### src/cws_defs.svh
`ifndef CWS_DEFS_SVH
`define CWS_DEFS_SVH
// ---------------------------------------------------------------
// timing
// ---------------------------------------------------------------
`define CWS_CLK_HZ        20000000
`define CWS_LINE_LOSS_MS  40
`define CWS_LINE_LOSS_CYC ((`CWS_LINE_LOSS_MS * 20000) / 1)
`define CWS_ACK_DLY_NS    1600
`define CWS_ACK_DLY_CYC   ((`CWS_ACK_DLY_NS + 49) / 50)
`define CWS_TIMEOUT_CYC   200
`define CWS_SETTLE_PULSES 8
// ---------------------------------------------------------------
// status word field positions
// ---------------------------------------------------------------
`define CWS_ST_INT_ACK_STATUS       0
`define CWS_ST_M1         5
`define CWS_A15           15
// ---------------------------------------------------------------
// vector layout: module data line bits 1..3 carry module id
// ---------------------------------------------------------------
`define CWS_VEC_BASE      8'hC7
`endif

### src/cws_pkg.sv
package cws_pkg;
  // wait state machine
  typedef enum logic [1:0] {
    CWS_RUN     = 2'b00,
    CWS_WAITING = 2'b01
  } cws_wait_t;
  // interrupt source in service
  typedef enum logic [2:0] {
    CWS_SRC_NONE = 3'b000,
    CWS_SRC_TMO  = 3'b001,
    CWS_SRC_MOD  = 3'b010,
    CWS_SRC_MARK = 3'b011
  } cws_src_t;
  // pending interrupt bits
  typedef struct packed {
    logic       timeout;
    logic [2:0] modules;
    logic       mark;
  } cws_irq_t;
endpackage

### src/cws_delay.sv
`timescale 1ns/1ps
`include "cws_defs.svh"
// ---------------------------------------------------------------
// level delay line: output follows a rising input after a fixed count
// ---------------------------------------------------------------
module cws_delay #(
  parameter int CYC = `CWS_ACK_DLY_CYC
) (
  // clock and reset
  input  wire logic clk,
  input  wire logic rst,
  // level in, delayed level out
  input  wire logic din,
  output logic      dout
);
  logic [7:0] cnt_q;
  logic [7:0] cnt_d;
  logic       dout_q;
  logic       dout_d;
  // a low input clears at once; only the rise is delayed
  always_comb
  begin
    cnt_d  = cnt_q;
    dout_d = dout_q;
    if (!din)
    begin
      cnt_d  = 8'h00;
      dout_d = 1'b0;
    end
    else if (cnt_q < 8'(CYC))
      cnt_d = cnt_q + 8'h01;
    else
      dout_d = 1'b1;
  end
  always_ff @(posedge clk)
  begin
    if (rst)
    begin
      cnt_q  <= 8'h00;
      dout_q <= 1'b0;
    end
    else
    begin
      cnt_q  <= cnt_d;
      dout_q <= dout_d;
    end
  end
  assign dout = dout_q;
endmodule

### src/cws_top.sv
`timescale 1ns/1ps
`include "cws_defs.svh"
module cws_top #(
  parameter int LOSS_CYC    = `CWS_LINE_LOSS_CYC,
  parameter int TIMEOUT_CYC = `CWS_TIMEOUT_CYC
) (
  // clock and reset
  input  wire logic       clk,
  input  wire logic       rst,
  // line pulses and line-mark clock (pins)
  input  wire logic       line_pulse,
  input  wire logic       line_times_eight,
  // processor side
  input  wire logic       status_strobe,
  input  wire logic       addr15,
  input  wire logic [7:0] data_in,
  input  wire logic       mark_en_wr,
  input  wire logic       mark_en_val,
  input  wire logic       int_clear,
  output logic            processor_go,
  output logic            processor_irq,
  output logic            system_reset,
  output logic [7:0]      vector_out,
  output logic            vector_oe,
  output logic [7:0]      status_word,
  // module bus side (pins)
  input  wire logic       module_ack,
  input  wire logic [2:0] module_irq,
  input  wire logic [2:0] module_data_lines,
  output logic            vector_request,
  output logic            module_cycle_flag,
  output logic            delayed_response,
  output logic            response_timeout_irq,
  output logic            line_mark_irq
);
  // -------------------------------------------------------------
  // pin synchronisers
  // -------------------------------------------------------------
  logic [9:0] s1_q;
  logic [9:0] s2_q;
  logic [9:0] s3_q;
  always_ff @(posedge clk)
  begin
    if (rst)
    begin
      s1_q <= 10'h000;
      s2_q <= 10'h000;
      s3_q <= 10'h000;
    end
    else
    begin
      s1_q <= {module_data_lines, line_pulse, line_times_eight,
               status_strobe, module_ack, module_irq};
      s2_q <= s1_q;
      s3_q <= s2_q;
    end
  end
  logic line_rise;
  logic x8_rise;
  logic stb_rise;
  logic ack_s;
  logic [2:0] mirq_s;
  logic [2:0] mdl_s;
  assign mdl_s     = s2_q[9:7];
  assign line_rise = s2_q[6] & ~s3_q[6];
  assign x8_rise   = s2_q[5] & ~s3_q[5];
  assign stb_rise  = s2_q[4] & ~s3_q[4];
  assign ack_s     = s2_q[3];
  assign mirq_s    = s2_q[2:0];
  // -------------------------------------------------------------
  // reset generator
  // -------------------------------------------------------------
  logic [23:0] loss_q;
  logic [23:0] loss_d;
  logic [3:0]  settle_q;
  logic [3:0]  settle_d;
  logic        sysrst_q;
  logic        sysrst_d;
  // missing pulses hold the counter in reset; eight pulses release
  always_comb
  begin
    loss_d   = line_rise ? 24'h00_0000 : loss_q + 24'h00_0001;
    settle_d = settle_q;
    if (loss_q >= 24'(LOSS_CYC) && !line_rise)  // a fresh pulse restarts the count
    begin
      loss_d   = loss_q;
      settle_d = 4'h0;
    end
    else if (line_rise && settle_q < 4'(`CWS_SETTLE_PULSES))
      settle_d = settle_q + 4'h1;
    sysrst_d = (settle_d < 4'(`CWS_SETTLE_PULSES));
  end
  always_ff @(posedge clk)
  begin
    if (rst)
    begin
      loss_q   <= 24'h00_0000;
      settle_q <= 4'h0;
      sysrst_q <= 1'b1;
    end
    else
    begin
      loss_q   <= loss_d;
      settle_q <= settle_d;
      sysrst_q <= sysrst_d;
    end
  end
  logic irst;
  assign irst = rst | sysrst_q;
  // -------------------------------------------------------------
  // status latch, wait logic, timeout, interrupts
  // -------------------------------------------------------------
  logic [7:0]             st_q, st_d;
  logic [2:0]             mreg_q, mreg_d;
  cws_pkg::cws_wait_t     wst_q, wst_d;
  logic                   go_q, go_d;
  logic [15:0]            tmo_q, tmo_d;
  logic                   tmo_run_q, tmo_run_d;
  cws_pkg::cws_irq_t      pend_q, pend_d;
  logic                   mark_en_q, mark_en_d;
  cws_pkg::cws_src_t      srv_q, srv_d;
  logic                   vreq_q, vreq_d;
  logic                   mcyc_q, mcyc_d;
  logic                   mark_ack_q, mark_ack_d;
  logic [7:0]             vec_q, vec_d;
  logic                   voe_q, voe_d;
  logic                   irq_q, irq_d;
  logic                   dly_ack;
  logic                   dresp;
  cws_delay #(.CYC(`CWS_ACK_DLY_CYC)) u_dly (
    .clk  (clk),
    .rst  (irst),
    .din  (ack_s),
    .dout (dly_ack)
  );
  assign dresp = dly_ack | mark_ack_q;
  // main next-state logic
  always_comb
  begin
    st_d       = st_q;
    mreg_d     = mreg_q;
    wst_d      = wst_q;
    tmo_d      = tmo_q;
    tmo_run_d  = tmo_run_q;
    pend_d     = pend_q;
    srv_d      = srv_q;
    vreq_d     = vreq_q;
    mcyc_d     = mcyc_q;
    mark_ack_d = 1'b0;
    vec_d      = vec_q;
    voe_d      = voe_q;
    mark_en_d  = mark_en_wr ? mark_en_val : mark_en_q;
    if (stb_rise)
    begin
      st_d   = data_in;
      mreg_d = mirq_s;
      mcyc_d = addr15;
      vreq_d = 1'b0;
      voe_d  = 1'b0;
      if (addr15 || data_in[`CWS_ST_INT_ACK_STATUS])
        wst_d = cws_pkg::CWS_WAITING;
      if (addr15)
      begin
        tmo_d     = 16'h0000;
        tmo_run_d = 1'b1;
      end
      if (data_in[`CWS_ST_INT_ACK_STATUS])
      begin
        // internal or spurious sources answer themselves, else the wait never ends
        mark_ack_d = 1'b1;
        if (pend_q.timeout)
          srv_d = cws_pkg::CWS_SRC_TMO;
        else if (|pend_q.modules)
        begin
          srv_d      = cws_pkg::CWS_SRC_MOD;
          vreq_d     = 1'b1;
          mark_ack_d = 1'b0;  // the module answers this one
        end
        else if (pend_q.mark)
        begin
          srv_d      = cws_pkg::CWS_SRC_MARK;
          mark_ack_d = 1'b1;
        end
        else
          srv_d = cws_pkg::CWS_SRC_NONE;
        // vector placed instead of the instruction
        vec_d = `CWS_VEC_BASE;
        voe_d = 1'b1;
      end
    end
    if (srv_q == cws_pkg::CWS_SRC_MOD && ack_s)
      vec_d = {4'hC, mdl_s, 1'b1};
    // clear ahead of the sources so a same-cycle set wins
    if (int_clear)
    begin
      pend_d.timeout = 1'b0;
      pend_d.mark    = 1'b0;
    end
    if (tmo_run_q && !stb_rise)
    begin
      if (dresp)
        tmo_run_d = 1'b0;
      else if (tmo_q >= 16'(TIMEOUT_CYC - 1))
      begin
        tmo_run_d = 1'b0;
        pend_d.timeout = 1'b1;
      end
      else
        tmo_d = tmo_q + 16'h0001;
    end
    if (wst_q == cws_pkg::CWS_WAITING && (dresp || pend_d.timeout && !pend_q.timeout))
    begin
      wst_d = cws_pkg::CWS_RUN;
      case (srv_q)
        cws_pkg::CWS_SRC_TMO:  pend_d.timeout = 1'b0;
        cws_pkg::CWS_SRC_MOD:  srv_d = cws_pkg::CWS_SRC_NONE;
        cws_pkg::CWS_SRC_MARK: pend_d.mark = 1'b0;
        default:               srv_d = cws_pkg::CWS_SRC_NONE;
      endcase
      srv_d = cws_pkg::CWS_SRC_NONE;
    end
    if (x8_rise && mark_en_q)
      pend_d.mark = 1'b1;  // set wins over clear
    pend_d.modules = mreg_q;
    go_d  = (wst_d == cws_pkg::CWS_RUN);
    irq_d = pend_d.timeout | (|pend_d.modules) | pend_d.mark;
  end
  always_ff @(posedge clk)
  begin
    if (irst)
    begin
      st_q       <= 8'h00;
      mreg_q     <= 3'h0;
      wst_q      <= cws_pkg::CWS_RUN;
      go_q       <= 1'b1;
      tmo_q      <= 16'h0000;
      tmo_run_q  <= 1'b0;
      pend_q     <= '0;
      mark_en_q  <= 1'b0;
      srv_q      <= cws_pkg::CWS_SRC_NONE;
      vreq_q     <= 1'b0;
      mcyc_q     <= 1'b0;
      mark_ack_q <= 1'b0;
      vec_q      <= 8'h00;
      voe_q      <= 1'b0;
      irq_q      <= 1'b0;
    end
    else
    begin
      st_q       <= st_d;
      mreg_q     <= mreg_d;
      wst_q      <= wst_d;
      go_q       <= go_d;
      tmo_q      <= tmo_d;
      tmo_run_q  <= tmo_run_d;
      pend_q     <= pend_d;
      mark_en_q  <= mark_en_d;
      srv_q      <= srv_d;
      vreq_q     <= vreq_d;
      mcyc_q     <= mcyc_d;
      mark_ack_q <= mark_ack_d;
      vec_q      <= vec_d;
      voe_q      <= voe_d;
      irq_q      <= irq_d;
    end
  end
  // outputs straight from flip-flops
  assign processor_go         = go_q;
  assign processor_irq        = irq_q;
  assign system_reset         = sysrst_q;
  assign vector_out           = vec_q;
  assign vector_oe            = voe_q;
  assign status_word          = st_q;
  assign vector_request       = vreq_q;
  assign module_cycle_flag    = mcyc_q;
  assign delayed_response     = dly_ack;
  assign response_timeout_irq = pend_q.timeout;
  assign line_mark_irq        = pend_q.mark;
endmodule

### config.mk
export PLATFORM = sky130hd
export DESIGN_NAME = cws_top
export DESIGN_NICKNAME = d
export VERILOG_FILES = /design/src/cws_pkg.sv /design/src/cws_delay.sv /design/src/cws_top.sv
export VERILOG_INCLUDE_DIRS = /design/src
export SDC_FILE = /design/constraint.sdc
export NUM_CORES = 1
export LEC_CHECK = 0
export ABC_AREA = 1
export BUFFER_PORTS_ARGS = -buffer_cell sky130_fd_sc_hd__buf_4
export CORE_MARGIN = 2
export CORE_UTILIZATION = 52
export CTS_CLUSTER_DIAMETER = 30
export DETAILED_ROUTE_END_ITERATION = 10
export HOLD_SLACK_MARGIN = 0.12
export PLACE_DENSITY = 0.81
export REMOVE_ABC_BUFFERS = 1
export SLEW_MARGIN = 20
export SYNTH_ARGS = -nofsm -noshare
export SYNTH_HDL_FRONTEND = slang
export SYNTH_HIERARCHICAL = 1
export SYNTH_SLANG_ARGS = --single-unit
### constraint.sdc
create_clock -name clk -period 1.3 [get_ports clk]
set_input_delay 0 -clock clk [delete_from_list [all_inputs] [get_ports clk]]
set_output_delay 0 -clock clk [all_outputs]
set_load 0.1 [all_outputs]
==> results.json <==
{
  "status": "complete, but fails checks",
  "violations": "negative setup slack",
  "place_area_mm2": 0.005171,
  "dieHeight_um": 95.46,
  "grt_remaining_overflow": 0,
  "die_w_um": 95.46,
  "drt-pass1-iter-count": 5,
  "vias_per_cell": 5.516,
  "reg2reg_from": "loss_q[15]",
  "power.total_mw": 5.863,
  "antenna_found_initial": 0,
  "required_ns": 1.57,
  "grt_setup_unrepaired": "yes",
  "rows": 33,
  "dp_hpwl_mm": 6.715,
  "routedWlPerCell_um": 16.14,
  "coreArea_mm2": 0.008175,
  "clockRootBuffer": "clkbuf_8",
  "finalWirelength_mm": 13.43,
  "design_area_mm2": 0.006275,
  "port_buffers": 46,
  "initial_core_util": 0.5320,
  "reg2regPathDepth": 9,
  "ys_ff_latch": 108,
  "slowest_delay_ns": 0.35,
  "clk_pin_slew_worst_paths_ns": 0.12,
  "ant_nets": 0,
  "cap_violations": 0,
  "fin_ws_ns": -0.5014,
  "worstPathArrival_ns": 2.07,
  "io_pins": 49,
  "clock_sinks": 108,
  "max_freq_mhz": 555.1,
  "drive_gt1_frac": 0.3741,
  "drtIter0Drc": 343,
  "gp_congestion": 0.9449,
  "hold_path_end": "mark_en_q",
  "ir_drop_mv": 0.8025,
  "clock_latency_ns": 0.39,
  "slew_violations": 0,
  "grt_start_max_net_pins": 23,
  "dieArea_mm2": 0.009112,
  "worstHoldPathCells": 3,
  "final-seq-area_mm2": 0.002182,
  "finalSetupViolations": 41,
  "crit_family": "simple AND/OR/NAND/NOR gates",
  "path_class": "reg -> reg",
  "fillers": 467,
  "min_path_type": "in -> reg",
  "nNetsFinal": 751,
  "rrSetupSlack_ns": -0.50,
  "cts_buffer_depth": 2,
  "yosysUniqueCellTypes": 37,
  "globalRouteTotalUtil": 0.2652,
  "crit_top_cell": "nor2_1",
  "syn_avg_cell_area_um2": 7.617,
  "grt_pass1_wl_mm": 18.99,
  "cellPowerDensity_mw_per_mm2": 934.3,
  "hold_viol_final": 0,
  "fin_crit_ns": 1.801,
  "end_kind": "flop",
  "power.leakage_nw": 2.739,
  "cp_max_fo": 3,
  "r2r-end": "loss_q[12]",
  "crit_buf_inv": 2,
  "antenna_cells": 0,
  "synth_area_mm2": 0.004349,
  "crit_path_top_delay_cell": "dfxtp_2",
  "ys_warn_count": 6,
  "hp-start": "mark_en_wr",
  "via_count": 4589,
  "startpoint_type": "flop",
  "fin_skew_ns": 0.01663,
  "path_cells": "nor2_2 -> nand3_2 -> a21oi_2 -> buf_4 -> buf_6 -> nand4_1 -> nor2_1 -> nor2_1 -> a21oi_1",
  "htreeDepth": 3,
  "drc_errors": 0,
  "synthCells": 571,
  "area_delta_synth_final_pct": 44.28,
  "fin_crit_sh": 1.386,
  "ys_seq_area_frac": 0.4971,
  "grt_pass1_vias": 4244,
  "multi_input_area_mm2": 0.002125,
  "cts_tree": "yes",
  "cts_buffers": 9
}
area by class of cell:
type,instances,area share
clock buffers,9,0.01974
clock inverters,7,0.01336
inverters,91,0.05683
multi-input cells,358,0.3386
flip-flops and latches,108,0.3478
well taps,105,0.02094
repair buffers,153,0.2016
repair inverters,1,0.001196
cell usage after synthesis (all sizes together):
library cell	number	area [um^2]
nor3	16	111.4
nand4	11	68.82
nor2	120	483.0
conb	1	3.750
a31oi	3	18.77
ha	5	62.56
inv	90	337.8
or2	1	6.260
bufbuf	1	32.53
dfxtp	108	2162
o21ai	30	150.1
nand2	96	372.9
a211oi	2	15.01
o31ai	1	7.510
o221a	2	22.52
buf	12	76.33
nor3b	2	20.02
clkinv	1	3.750
nand3	24	142.6
clkbuf	2	7.510
xor2	4	35.03
a21oi	38	201.5
o21bai	1	7.510
sequential cells by signal (all words and copies together) (netlist names), 4 cells and up:
| name | flops |
|---|---|
| loss_q | 24 |
| s2_q | 10 |
| u_dly/cnt_q | 8 |
| s1_q | 10 |
| settle_q | 4 |
| tmo_q | 16 |
| status_word | 8 |
| vector_out | 4 |
cell families after synthesis:
family / synth area share
buffers and inverters: 0.1053
other: 0.0008622
xor gates and xnor gates: 0.008054
DFF: 0.4971
AOI/OAI and AO/OA: 0.09724
adders and majority gates: 0.01438
and+or+nand+nor: 0.2770
power by group:
group	internal [mW]	leakage (nW)	switching [mW]
Combinational	0.183	1.75	0.184
Clock	0.794	0.106	1.33
Sequential	3.35	0.882	0.0208
routing by layer:
metal  track usage  wire length, um  vias to the layer above  part of all wire
met4        0.1155              781                        0             0.058
li1              -                -                     2089                 -
met5             0                0                        -                 0
met2        0.4689             6489                      284              0.48
met3       0.04743             1013                       91             0.075
met1        0.3143             5142                     2125              0.38
layout by cell type, fill, tap and decap left out, types with 3 or more instances in the layout:
cell type,Yosys,final
o21ai_0,29,19
nor2_2,4,12
clkbuf_8,0,9
a31oi_1,3,3
nor3_2,4,4
dfxtp_2,0,13
nand3_1,21,11
nand2_2,5,20
nand4_1,11,11
inv_8,0,4
inv_2,10,13
buf_6,1,11
inv_1,80,74
o21ai_1,1,6
nor2_4,3,10
ha_1,5,3
nand2_1,91,65
a21oi_2,3,12
inv_6,0,3
a21oi_1,35,26
xor2_1,4,4
o21ai_2,0,5
nand3_2,2,11
nand2_4,0,10
dfxtp_1,108,94
nor3_1,11,7
nor2_1,113,98
nor3_4,1,5
dlygate4sd3_1,0,27
buf_4,5,114
how the worst max path moves through the flow:
stage          cells past startpoint  slack (ns)           from            end
2_1_floorplan                      2       -1.38  vector_out[6]  vector_out[6]
3_3_place_gp                       9       -0.13      loss_q[8]    settle_q[2]
3_5_place_dp                      10       -0.23       tmo_q[0]       tmo_q[5]
4_1_cts                            9       -0.16       tmo_q[0]       tmo_q[0]
5_1_grt                            9       -0.56     loss_q[15]     loss_q[12]
6_report                           9       -0.50     loss_q[15]     loss_q[12]
tightest hold or removal path, delay by kind of cell:
kind,cells,cell delay (ns)
AO/OA/AOI/OAI,1,0.05
buffers and inverters,2,0.63
stage by stage:
| stage | util | instances | hold slack [ns] | setup slack (ns) | setup TNS, ns |
|---|---|---|---|---|---|
| floorplan | - | 557 | 0.06907 | -1.375 | -27.97 |
| global placement | 0.6325 | 769 | 0.1873 | -0.1299 | -2.212 |
| detailed placement | 0.6325 | 769 | 0.1920 | -0.2293 | -4.369 |
| CTS | 0.7346 | 827 | 0.3319 | -0.1587 | -2.558 |
| global route | 0.7675 | 832 | 0.3666 | -0.5562 | -14.15 |
| finish | 0.7675 | 832 | 0.3305 | -0.5014 | -11.64 |
what timing repair did:
action,CTS,global route
hold buffers,27,0
pin swaps,14,25
cloned,1,0
setup buffers,14,6
resized for setup,77,73
endpoints found under the setup margin,46,60
hold endpoints to repair,53,0
Power figures use the tool's default switching activity.
